### config.mk
export PLATFORM = sky130hd
export DESIGN_NAME = pdfs_pin_select
export DESIGN_NICKNAME = d
export VERILOG_FILES = /design/src/rtl/pdfs_pkg.sv /design/src/rtl/pdfs_route_if.sv /design/src/rtl/pdfs_owner_dec.sv /design/src/rtl/pdfs_pin_select.sv
export VERILOG_INCLUDE_DIRS = /design/src /design/src/rtl
export SDC_FILE = /design/constraint.sdc
export NUM_CORES = 1
export LEC_CHECK = 0
export ABC_CLOCK_PERIOD_IN_PS = 1600
export BUFFER_PORTS_ARGS = -buffer_cell sky130_fd_sc_hd__clkbuf_2
export CAP_MARGIN = 10
export CORE_AREA = 2 2 74 76
export CTS_CLUSTER_DIAMETER = 150
export CTS_CLUSTER_SIZE = 40
export DETAILED_ROUTE_END_ITERATION = 12
export DIE_AREA = 0 0 76 78
export PLACE_DENSITY = 0.78
export SYNTH_ARGS = -nofsm -noshare
export SYNTH_HDL_FRONTEND = slang
export SYNTH_SLANG_ARGS = --single-unit
export TNS_END_PERCENT = 50
### constraint.sdc
create_clock -name mclk -period 1.6 [get_ports mclk]
set_input_delay 0.24 -clock mclk [delete_from_list [all_inputs] [get_ports mclk]]
set_output_delay 0.24 -clock mclk [all_outputs]
set_load 0.1 [all_outputs]
### src/rtl/pdfs_params.svh
// Constants of the port D pin function select block: register map, field layout, codes.
// Assumes inclusion by bare name from any file of the block.
`ifndef PDFS_PARAMS_SVH
`define PDFS_PARAMS_SVH

// Word index of the control register inside the slave's 4 KB window
`define PDFS_CTRL_WORD      10'h000
`define PDFS_CTRL_RESET     16'h0000
`define PDFS_CTRL_EXT_RESET 16'h1111
`define PDFS_CTRL_WMASK     16'h7777
`define PDFS_FIELD_STRIDE   4
`define PDFS_SEL_PORT       3'h0
`define PDFS_SEL_BUS        3'h1
`define PDFS_SEL_TIMER      3'h5
`define PDFS_NPINS          4
// First of the pins with a timer capture function (pin 6, index 2)
`define PDFS_TIMER_FIRST    2
`define PDFS_HTRANS_NONSEQ  2'h2
`define PDFS_HSIZE_BYTE     3'h0
`define PDFS_HSIZE_HALF     3'h1

`endif

### src/rtl/pdfs_pkg.sv
// Types shared by the port D pin function select block.
// Assumes nothing beyond a SystemVerilog compiler.
package pdfs_pkg;
	typedef logic [2:0] pdfs_sel_t;
	typedef enum logic [1:0] {PDFS_OWN_PORT, PDFS_OWN_BUS, PDFS_OWN_TIMER} pdfs_owner_t;
endpackage : pdfs_pkg

### src/rtl/pdfs_route_if.sv
// Carrier between the register block and the per-pin owner decoder.
// Assumes pdfs_pkg is compiled first.
`timescale 1ns/1ps
interface pdfs_route_if;
	pdfs_pkg::pdfs_sel_t   sel   [4];
	pdfs_pkg::pdfs_owner_t owner [4];
	modport ctrl (output sel, input owner);
	modport dec  (input sel, output owner);
endinterface : pdfs_route_if

### src/rtl/pdfs_owner_dec.sv
// Decodes each pin's mode field into the owner of that pin.
// Assumes the fields arrive from a register; purely combinational.
`timescale 1ns/1ps
`include "pdfs_params.svh"
module pdfs_owner_dec (
	pdfs_route_if.dec rt
);
	genvar g;
	generate
		for (g = 0; g < `PDFS_NPINS; g++) begin : g_pin
			always_comb begin
				// Prohibited codes fall back to the port: the pin never floats into a stray owner
				if (rt.sel[g] == `PDFS_SEL_BUS) begin
					rt.owner[g] = pdfs_pkg::PDFS_OWN_BUS;
				end else if (rt.sel[g] == `PDFS_SEL_TIMER && g >= `PDFS_TIMER_FIRST) begin
					rt.owner[g] = pdfs_pkg::PDFS_OWN_TIMER;
				end else begin
					rt.owner[g] = pdfs_pkg::PDFS_OWN_PORT;
				end
			end
		end
	endgenerate
endmodule : pdfs_owner_dec

### src/rtl/pdfs_pin_select.sv
// Top of the port D pin function select: AHB-Lite control register and pin routing for pins 7..4.
// Assumes one 20 MHz clock, all inputs synchronous to it, a single AHB-Lite master.
//
// Chosen here: the AHB-Lite slave port and the placing of the registers.
`timescale 1ns/1ps
`include "pdfs_params.svh"
// How it works
// - Reserved bits 15, 11, 7, 3 read zero; writes to them are dropped.
// - Pin 7 field bits 14..12: 000 routes port, 001 routes bus data bit 7.
// - Pin 7 code 101 feeds the W-phase timer capture; other codes prohibited.
// - Pin 6 field bits 10..8: 000 port, 001 bus data bit 6, 101 V capture.
// - Register resets to zero; external boot mode sets each field's low bit.
module pdfs_pin_select (
	input  wire  logic        mclk,
	input  wire  logic        rst_n,
	input  wire  logic        boot_ext_mode,
	input  wire  logic        hsel,
	input  wire  logic [31:0] haddr,
	input  wire  logic [1:0]  htrans,
	input  wire  logic        hwrite,
	input  wire  logic [2:0]  hsize,
	input  wire  logic [31:0] hwdata,
	input  wire  logic        hready,
	output logic       [31:0] hrdata,
	output logic              hreadyout,
	output logic              hresp,
	input  wire  logic [3:0]  pin_in,
	output logic       [3:0]  pin_out,
	output logic       [3:0]  pin_oe,
	input  wire  logic [3:0]  port_out,
	input  wire  logic [3:0]  port_oe,
	output logic       [3:0]  port_in,
	input  wire  logic [3:0]  bus_data_out,
	input  wire  logic        bus_data_oe,
	output logic       [3:0]  bus_data_in,
	output logic              timer_capture_w_input,
	output logic              timer_capture_v_input
);
	logic [15:0] ctrl_q, ctrl_d;
	logic        init_done_q, init_done_d;
	logic        wr_pend_q, wr_pend_d;
	logic [1:0]  lane_q, lane_d;
	logic [31:0] hrdata_q, hrdata_d;
	logic        hready_q;
	logic        hresp_q;
	logic [3:0]  pin_out_d, pin_oe_d, port_in_d, bus_in_d;
	logic        cap_w_d, cap_v_d;
	logic        addr_ok, addr_hit;

	pdfs_route_if rt ();

	pdfs_owner_dec u_dec (
		.rt (rt.dec)
	);

	genvar g;
	generate
		for (g = 0; g < `PDFS_NPINS; g++) begin : g_sel
			assign rt.sel[g] = ctrl_q[g*`PDFS_FIELD_STRIDE +: 3];
		end
	endgenerate

	// Bus front end and control register
	assign addr_ok  = hsel && hready && htrans == `PDFS_HTRANS_NONSEQ;
	assign addr_hit = haddr[11:2] == `PDFS_CTRL_WORD;

	always_comb begin
		ctrl_d      = ctrl_q;
		init_done_d = 1'b1;
		wr_pend_d   = 1'b0;
		lane_d      = 2'h0;
		hrdata_d    = hrdata_q;
		// The boot strap is taken on the first edge after release, never by the reset itself
		if (!init_done_q) begin
			ctrl_d = boot_ext_mode ? `PDFS_CTRL_EXT_RESET : `PDFS_CTRL_RESET;
		end
		if (wr_pend_q) begin
			if (lane_q[0]) begin
				ctrl_d[7:0] = hwdata[7:0] & 8'(`PDFS_CTRL_WMASK);
			end
			if (lane_q[1]) begin
				ctrl_d[15:8] = hwdata[15:8] & 8'(`PDFS_CTRL_WMASK >> 8);
			end
		end
		if (addr_ok) begin
			if (hwrite) begin
				wr_pend_d = addr_hit;
				lane_d[0] = hsize > `PDFS_HSIZE_HALF || (!haddr[1] && (hsize == `PDFS_HSIZE_HALF || !haddr[0]));
				lane_d[1] = hsize > `PDFS_HSIZE_HALF || (!haddr[1] && (hsize == `PDFS_HSIZE_HALF || haddr[0]));
			end else begin
				// Read of the next value so a read right behind a write sees that write
				hrdata_d = addr_hit ? {16'h0000, ctrl_d & `PDFS_CTRL_WMASK} : 32'h0000_0000;
			end
		end
	end

	// Pin routing; outputs are registered, so a new field takes effect one cycle after it lands
	always_comb begin
		pin_out_d = '0;
		pin_oe_d  = '0;
		port_in_d = '0;
		bus_in_d  = '0;
		for (int i = 0; i < `PDFS_NPINS; i++) begin
			unique case (rt.owner[i])
				pdfs_pkg::PDFS_OWN_PORT: begin
					pin_out_d[i] = port_out[i];
					pin_oe_d[i]  = port_oe[i];
					port_in_d[i] = pin_in[i];
				end
				pdfs_pkg::PDFS_OWN_BUS: begin
					pin_out_d[i] = bus_data_out[i];
					pin_oe_d[i]  = bus_data_oe;
					bus_in_d[i]  = pin_in[i];
				end
				pdfs_pkg::PDFS_OWN_TIMER: begin
					pin_out_d[i] = 1'b0;
					pin_oe_d[i]  = 1'b0;
				end
			endcase
		end
		cap_w_d = rt.owner[3] == pdfs_pkg::PDFS_OWN_TIMER && pin_in[3];
		cap_v_d = rt.owner[2] == pdfs_pkg::PDFS_OWN_TIMER && pin_in[2];
	end

	always_ff @(posedge mclk or negedge rst_n) begin
		if (!rst_n) begin
			ctrl_q                <= `PDFS_CTRL_RESET;
			init_done_q           <= 1'b0;
			wr_pend_q             <= 1'b0;
			lane_q                <= 2'h0;
			hrdata_q              <= 32'h0000_0000;
			hready_q              <= 1'b1;
			hresp_q               <= 1'b0;
			pin_out               <= 4'h0;
			pin_oe                <= 4'h0;
			port_in               <= 4'h0;
			bus_data_in           <= 4'h0;
			timer_capture_w_input <= 1'b0;
			timer_capture_v_input <= 1'b0;
		end else begin
			ctrl_q                <= ctrl_d;
			init_done_q           <= init_done_d;
			wr_pend_q             <= wr_pend_d;
			lane_q                <= lane_d;
			hrdata_q              <= hrdata_d;
			hready_q              <= 1'b1;
			hresp_q               <= 1'b0;
			pin_out               <= pin_out_d;
			pin_oe                <= pin_oe_d;
			port_in               <= port_in_d;
			bus_data_in           <= bus_in_d;
			timer_capture_w_input <= cap_w_d;
			timer_capture_v_input <= cap_v_d;
		end
	end

	assign hrdata    = hrdata_q;
	assign hreadyout = hready_q;
	assign hresp     = hresp_q;
endmodule : pdfs_pin_select

# ---- Yosys cells after proc, flatten, opt, wreduce, memory -nomap -nowiden
# Cells that the tools add are included.
dict set report totals {
  reg_bits 70
  latchBits 0
  ramBits 0
  mem_bits_ro 0
  inputBits 92
  out_inout_bits 52
  elab_cells 79
  memories 0
}
dict set report op_classes {
  add_sub_neg 0
  mul 0
  div 0
  n_lt_le_gt_ge 1
  eq_ne 16
  shift 0
  muxes 32
  bitwise_logic 1
  n_reduce_logical 18
}
# operator n
set op_table {}
lappend op_table {{$mux 16} 2}
lappend op_table {{$pmux 1 s3} 8}
lappend op_table {{$mux 8} 2}
lappend op_table {{$eq 3x1->1 const B} 5}
lappend op_table {{$mux 15} 1}
lappend op_table {{$mux 13} 1}
lappend op_table {{$mux 1} 12}
lappend op_table {{$mux 2} 6}
lappend op_table {{$eq 2x2->1 const B} 5}
lappend op_table {{$logic_not 10->1} 1}
lappend op_table {{$eq 2x1->1 const B} 4}
lappend op_table {{$logic_not 2->1} 4}
lappend op_table {{$eq 3x3->1 const B} 2}
lappend op_table {{$logic_and 1x1->1} 6}
lappend op_table {{$logic_or 1x1->1} 4}
lappend op_table {{$gt 3x1->1 const B} 1}
lappend op_table {{$logic_not 1->1} 2}
lappend op_table {{$reduce_and 2->1} 1}
lappend op_table {{$not 1->1} 1}

# ---- Depth between registers and ports, before layout
dict set report logic_depth {
  word_depth 6
  mapped_depth 4
  ltp_nobuf 3
}

# ---- Modules after synthesis
# From an unflattened synthesis, not the netlist that was laid out.
dict set report unflattened {
  cells_unflattened 213
  area_unflattened_um2 2229.6
}
# mod instances cells_per_inst area_per_inst_um2 seq_area_each_um2
set by_module_without_submodules {}
lappend by_module_without_submodules {pdfs_pin_select 1 204 2153.3 1151.1}
lappend by_module_without_submodules {pdfs_owner_dec 1 9 76.3 0.0}

# ---- Least setup slack after synthesis
# No wires, ideal clock.
dict set report synth_path {
  kind {register -> register}
  start {register hrdata[0] (netlist name)}
  end {register hrdata_q[0], in the netlist hrdata[0]}
  setup_time_ps 96
  arrival_ps 1182
  required_time_ps 1504
  slack_ps 323
  path_stages_with_launch 3
  n_path_buf 0
  period_less_slack_ps 1277
  cell_sequence {dfrtp_1 o21ai_0 o31ai_1}
}
# item line
set synth_lines {}
lappend synth_lines {{end signal: assignment} pdfs_pin_select.sv:145} ;# hrdata_q <= hrdata_d;
lappend synth_lines {{end: declaration} pdfs_pin_select.sv:43} ;# logic [31:0] hrdata_q, hrdata_d;

# ---- Worst setup path in the final report
dict set report layout_path {
  start {register init_done_q}
  end {register hrdata_q[12], in the netlist hrdata[12]}
}
dict set report layout_via {
  elab_chain_len 4
}
# item line
set layout_rtl {}
lappend layout_rtl {{start: declaration} pdfs_pin_select.sv:40} ;# logic init_done_q, init_done_d;
lappend layout_rtl {{start signal: assignment} pdfs_pin_select.sv:142} ;# init_done_q <= init_done_d;
lappend layout_rtl {{$mux 16 *} pdfs_pin_select.sv:74} ;# if (!init_done_q) begin
lappend layout_rtl {{$mux 8} pdfs_pin_select.sv:81} ;# if (lane_q[1]) begin
lappend layout_rtl {{$mux 16 *} pdfs_pin_select.sv:77} ;# if (wr_pend_q) begin
lappend layout_rtl {{$mux 15 *} pdfs_pin_select.sv:92} ;# hrdata_d = addr_hit ? {16'h0000, ctrl_d & `PDFS_CTRL_WMASK} : 32'h0000_0000;
# Mark *: on every way between the ends. The rest lies on a longest branch, timed or not.
# A chain may end at the register's enable or synchronous reset.

==> results.json <==
{
  "clock_tree.buffer_depth": 2,
  "grt_antenna_before_repair": 0,
  "clk_latency_worst_skew_pair_ns": 0.29,
  "first_iter_violations": 28,
  "avgRoutedWirePerCell_um": 12.6,
  "rsz0062_at_grt": "false",
  "placedCellCount": 332,
  "timing.critical_path.arrival_ns": 1.55,
  "switching_share": 0.349,
  "slew-limit-headroom": 0.629,
  "area.growth.synth_to_final_pct": 25.9,
  "endpoint_kind": "flop",
  "cp-start-kind": "flop",
  "viasPerCell": 4.62,
  "cell_internal_pwr_mw": 1.83,
  "topRoutingLayerUsed": "met4",
  "max_clock_freq_mhz": 718,
  "post_route_cells_drive_above_1_share": 0.379,
  "met3_wirelength_um": 327,
  "outcome": "completed",
  "cts_root_buf": "clkbuf_8",
  "timing.max_cap.violations": 0,
  "antenna_left": 0,
  "numPortBuffers": 81,
  "min_path_type": "in -> async",
  "synthCells": 182,
  "track_usage": 0.152,
  "finalInstanceArea_um2": 2560,
  "first_global_vias": 1493,
  "start_util": 0.403,
  "period_minus_slack_ns": 1.39,
  "power-per-cell-area_nw_per_um2": 1100,
  "syn-mean-instance-area_um2": 11.2,
  "ys_seq_area_frac": 0.567,
  "synth_area_um2": 2030,
  "ctsHoldBuffers": 0,
  "power.share.sequential": 0.437,
  "cts_sinks": 46,
  "grt_max_degree": 47,
  "finClkSkew_ns": 0.00459,
  "synth.yosys.warnings": 0,
  "post-cts-setup-buffer-count": 0,
  "power.ir.vdd_worst_mv": 0.562,
  "die_width_um": 76,
  "routabilityCongestion": 0.730,
  "number_of_optimization_iterations_in_the_first_detailed_route_pass": 4,
  "design.final.nets": 361,
  "critical_path_required_ns": 1.76,
  "p_leak_nw": 1.47,
  "route.vias.total": 1566,
  "cts_made_buffers": 5,
  "ios": 144,
  "power.switching_mw": 0.982,
  "layout.filler_cells": 465,
  "ys_seq_elements": 46,
  "total_congestion_overflow_after_global_routing": 0,
  "timing.final.max_slew_violations": 0,
  "worst_hold_slack_ns": 0.0240,
  "yosysUniqueCellTypes": 27,
  "stdcell_count": 339,
  "place_hpwl_um": 3300,
  "finalSetupTns_ns": 0,
  "critical_path_peak_fanout": 12,
  "total_of_endpoints_with_negative_setup_slack_in_the_final_report": 0,
  "drc_errors": 0,
  "tritoncts": "built",
  "route.final.wire_length_um": 4260,
  "coreArea_um2": 5040,
  "critical_path_class": "reg -> reg",
  "insertedDiodeCount": 0,
  "max_slew.worst_pin.slew_ns": 0.557,
  "share_comb_of_total_power": 0.260,
  "finalHoldViolCount": 0,
  "clkTransAtPathRegs_ns": 0.08,
  "htree_levels": 2,
  "route.met2.wl_um": 2120,
  "rows": 26,
  "die_h_um": 78,
  "cts-resized-gates": 0,
  "die-area_um2": 5930,
  "post_dp_cell_area_um2": 2440,
  "grt_pass1_wl_um": 7130,
  "clock_power_share": 0.303,
  "layout.core_utilization": 0.507,
  "m1WireLength_um": 1750,
  "post-route-period-util": 0.871
}
-- power groups by stage --
stage / logic [mW] / registers [mW] / clock network (mW)
after floorplan: 0.348 / 1.52 / 0
after global placement: 0.728 / 1.25 / 0
after detailed placement: 0.735 / 1.25 / 0
after CTS: 0.736 / 1.23 / 0.876
after global routing: 0.764 / 1.24 / 0.928
final: 0.731 / 1.23 / 0.851
-- metrics by stage --
| stage | worst slack (ns) | power, mW |
|---|---|---|
| 6_report | 0.207 | 2.81 |
| 5_1_grt | 0.0610 | 2.93 |
| 4_1_cts | 0.184 | 2.84 |
| 3_5_place_dp | 0.197 | 1.99 |
| 3_3_place_gp | 0.235 | 1.98 |
| 2_1_floorplan | 0.323 | 1.87 |
-- cell usage in the layout (no fill, tap or decap) --
master,count
or2_2,1
o31ai_1,12
bufinv_16,1
o21bai_1,1
clkbuf_2,81
mux2i_1,4
nand2_1,6
a31oi_1,8
inv_1,14
a21o_1,1
o21ai_0,16
nand2b_1,7
conb_1,23
mux2_2,8
and2_1,4
nor2b_1,2
nand4b_1,1
and3_1,8
nor2_1,3
and4b_1,2
nand3_1,1
clkbuf_8,6
dfrtp_1,46
a21oi_1,2
nor4_1,2
nor3b_1,4
buf_4,5
-- layer usage --
layer	up-vias	track usage
li1	754	-
met5	-	0
met1	721	0.188
met4	0	0.0545
met2	84	0.259
met3	7	0.0395
-- synth_stat cells (all sizes together) --
| library cell | instances | area, um2 |
|---|---|---|
| a21o | 1 | 7.51 |
| a21oi | 2 | 10.0 |
| a31oi | 8 | 50.1 |
| and2 | 4 | 25.0 |
| and3 | 8 | 50.1 |
| and4b | 2 | 20.0 |
| buf | 25 | 189 |
| clkbuf | 2 | 7.51 |
| conb | 2 | 7.51 |
| dfrtp | 46 | 1150 |
| inv | 14 | 52.6 |
| mux2 | 8 | 90.1 |
| mux2i | 4 | 40.0 |
| nand2 | 6 | 22.5 |
| nand2b | 7 | 43.8 |
| nand3 | 1 | 5.00 |
| nand4b | 1 | 8.76 |
| nor2 | 3 | 11.3 |
| nor2b | 2 | 12.5 |
| nor3b | 4 | 30.0 |
| nor4 | 2 | 12.5 |
| o21ai | 16 | 80.1 |
| o21bai | 1 | 7.51 |
| o31ai | 12 | 90.1 |
| or2 | 1 | 6.26 |
-- final timing paths --
check	from	to	slack [ns]	cells after the start
setup / recovery	init_done_q$_DFF_PN0_	hrdata[12]$_DFFE_PN0P_	0.21	3
hold / removal	rst_n	pin_oe[3]$_DFF_PN0_	0.02	2
setup reg to reg	init_done_q$_DFF_PN0_	hrdata[12]$_DFFE_PN0P_	0.21	3
hold reg to reg	ctrl_q[14]$_DFF_PN0_	bus_data_in[3]$_DFF_PN0_	0.51	1
max in group asynchronous	rst_n	hrdata[1]$_DFFE_PN0P_	1.20	2
min in group mclk	port_oe[2]	pin_oe[2]$_DFF_PN0_	0.16	3
-- kinds of logic after synthesis --
kind of cell | Yosys count | synth area share
simple gates | 41 | 0.122
compound gates | 40 | 0.121
flops | 46 | 0.567
other cells | 2 | 0.00370
buf+inv | 41 | 0.123
mux | 12 | 0.0641
-- state kept, by name (all words and copies together), names as in the netlist --
register,cells
timer_capture_v_input,1
timer_capture_w_input,1
bus_data_in,4
pin_out,4
init_done_q,1
wr_pend_q,1
port_in,4
pin_oe,4
ctrl_q,12
lane_q,2
hrdata,12
-- critical path, cell delays in order (launching register included) --
cell,delay (ns)
dfrtp_1,0.58
mux2_2,0.38
mux2i_1,0.20
o31ai_1,0.11
-- layout make-up --
type | instances | area (um2) | area share
Sequential cell | 46 | 1150 | 0.450
Multi-Input combinational cell | 116 | 709 | 0.278
Timing Repair Buffer | 86 | 443 | 0.173
Tap cell | 70 | 87.6 | 0.0343
Clock buffer | 6 | 82.6 | 0.0323
Inverter | 14 | 52.6 | 0.0206
Clock inverter | 1 | 30.0 | 0.0117
No activity file was read; power rests on OpenSTA's default activity.
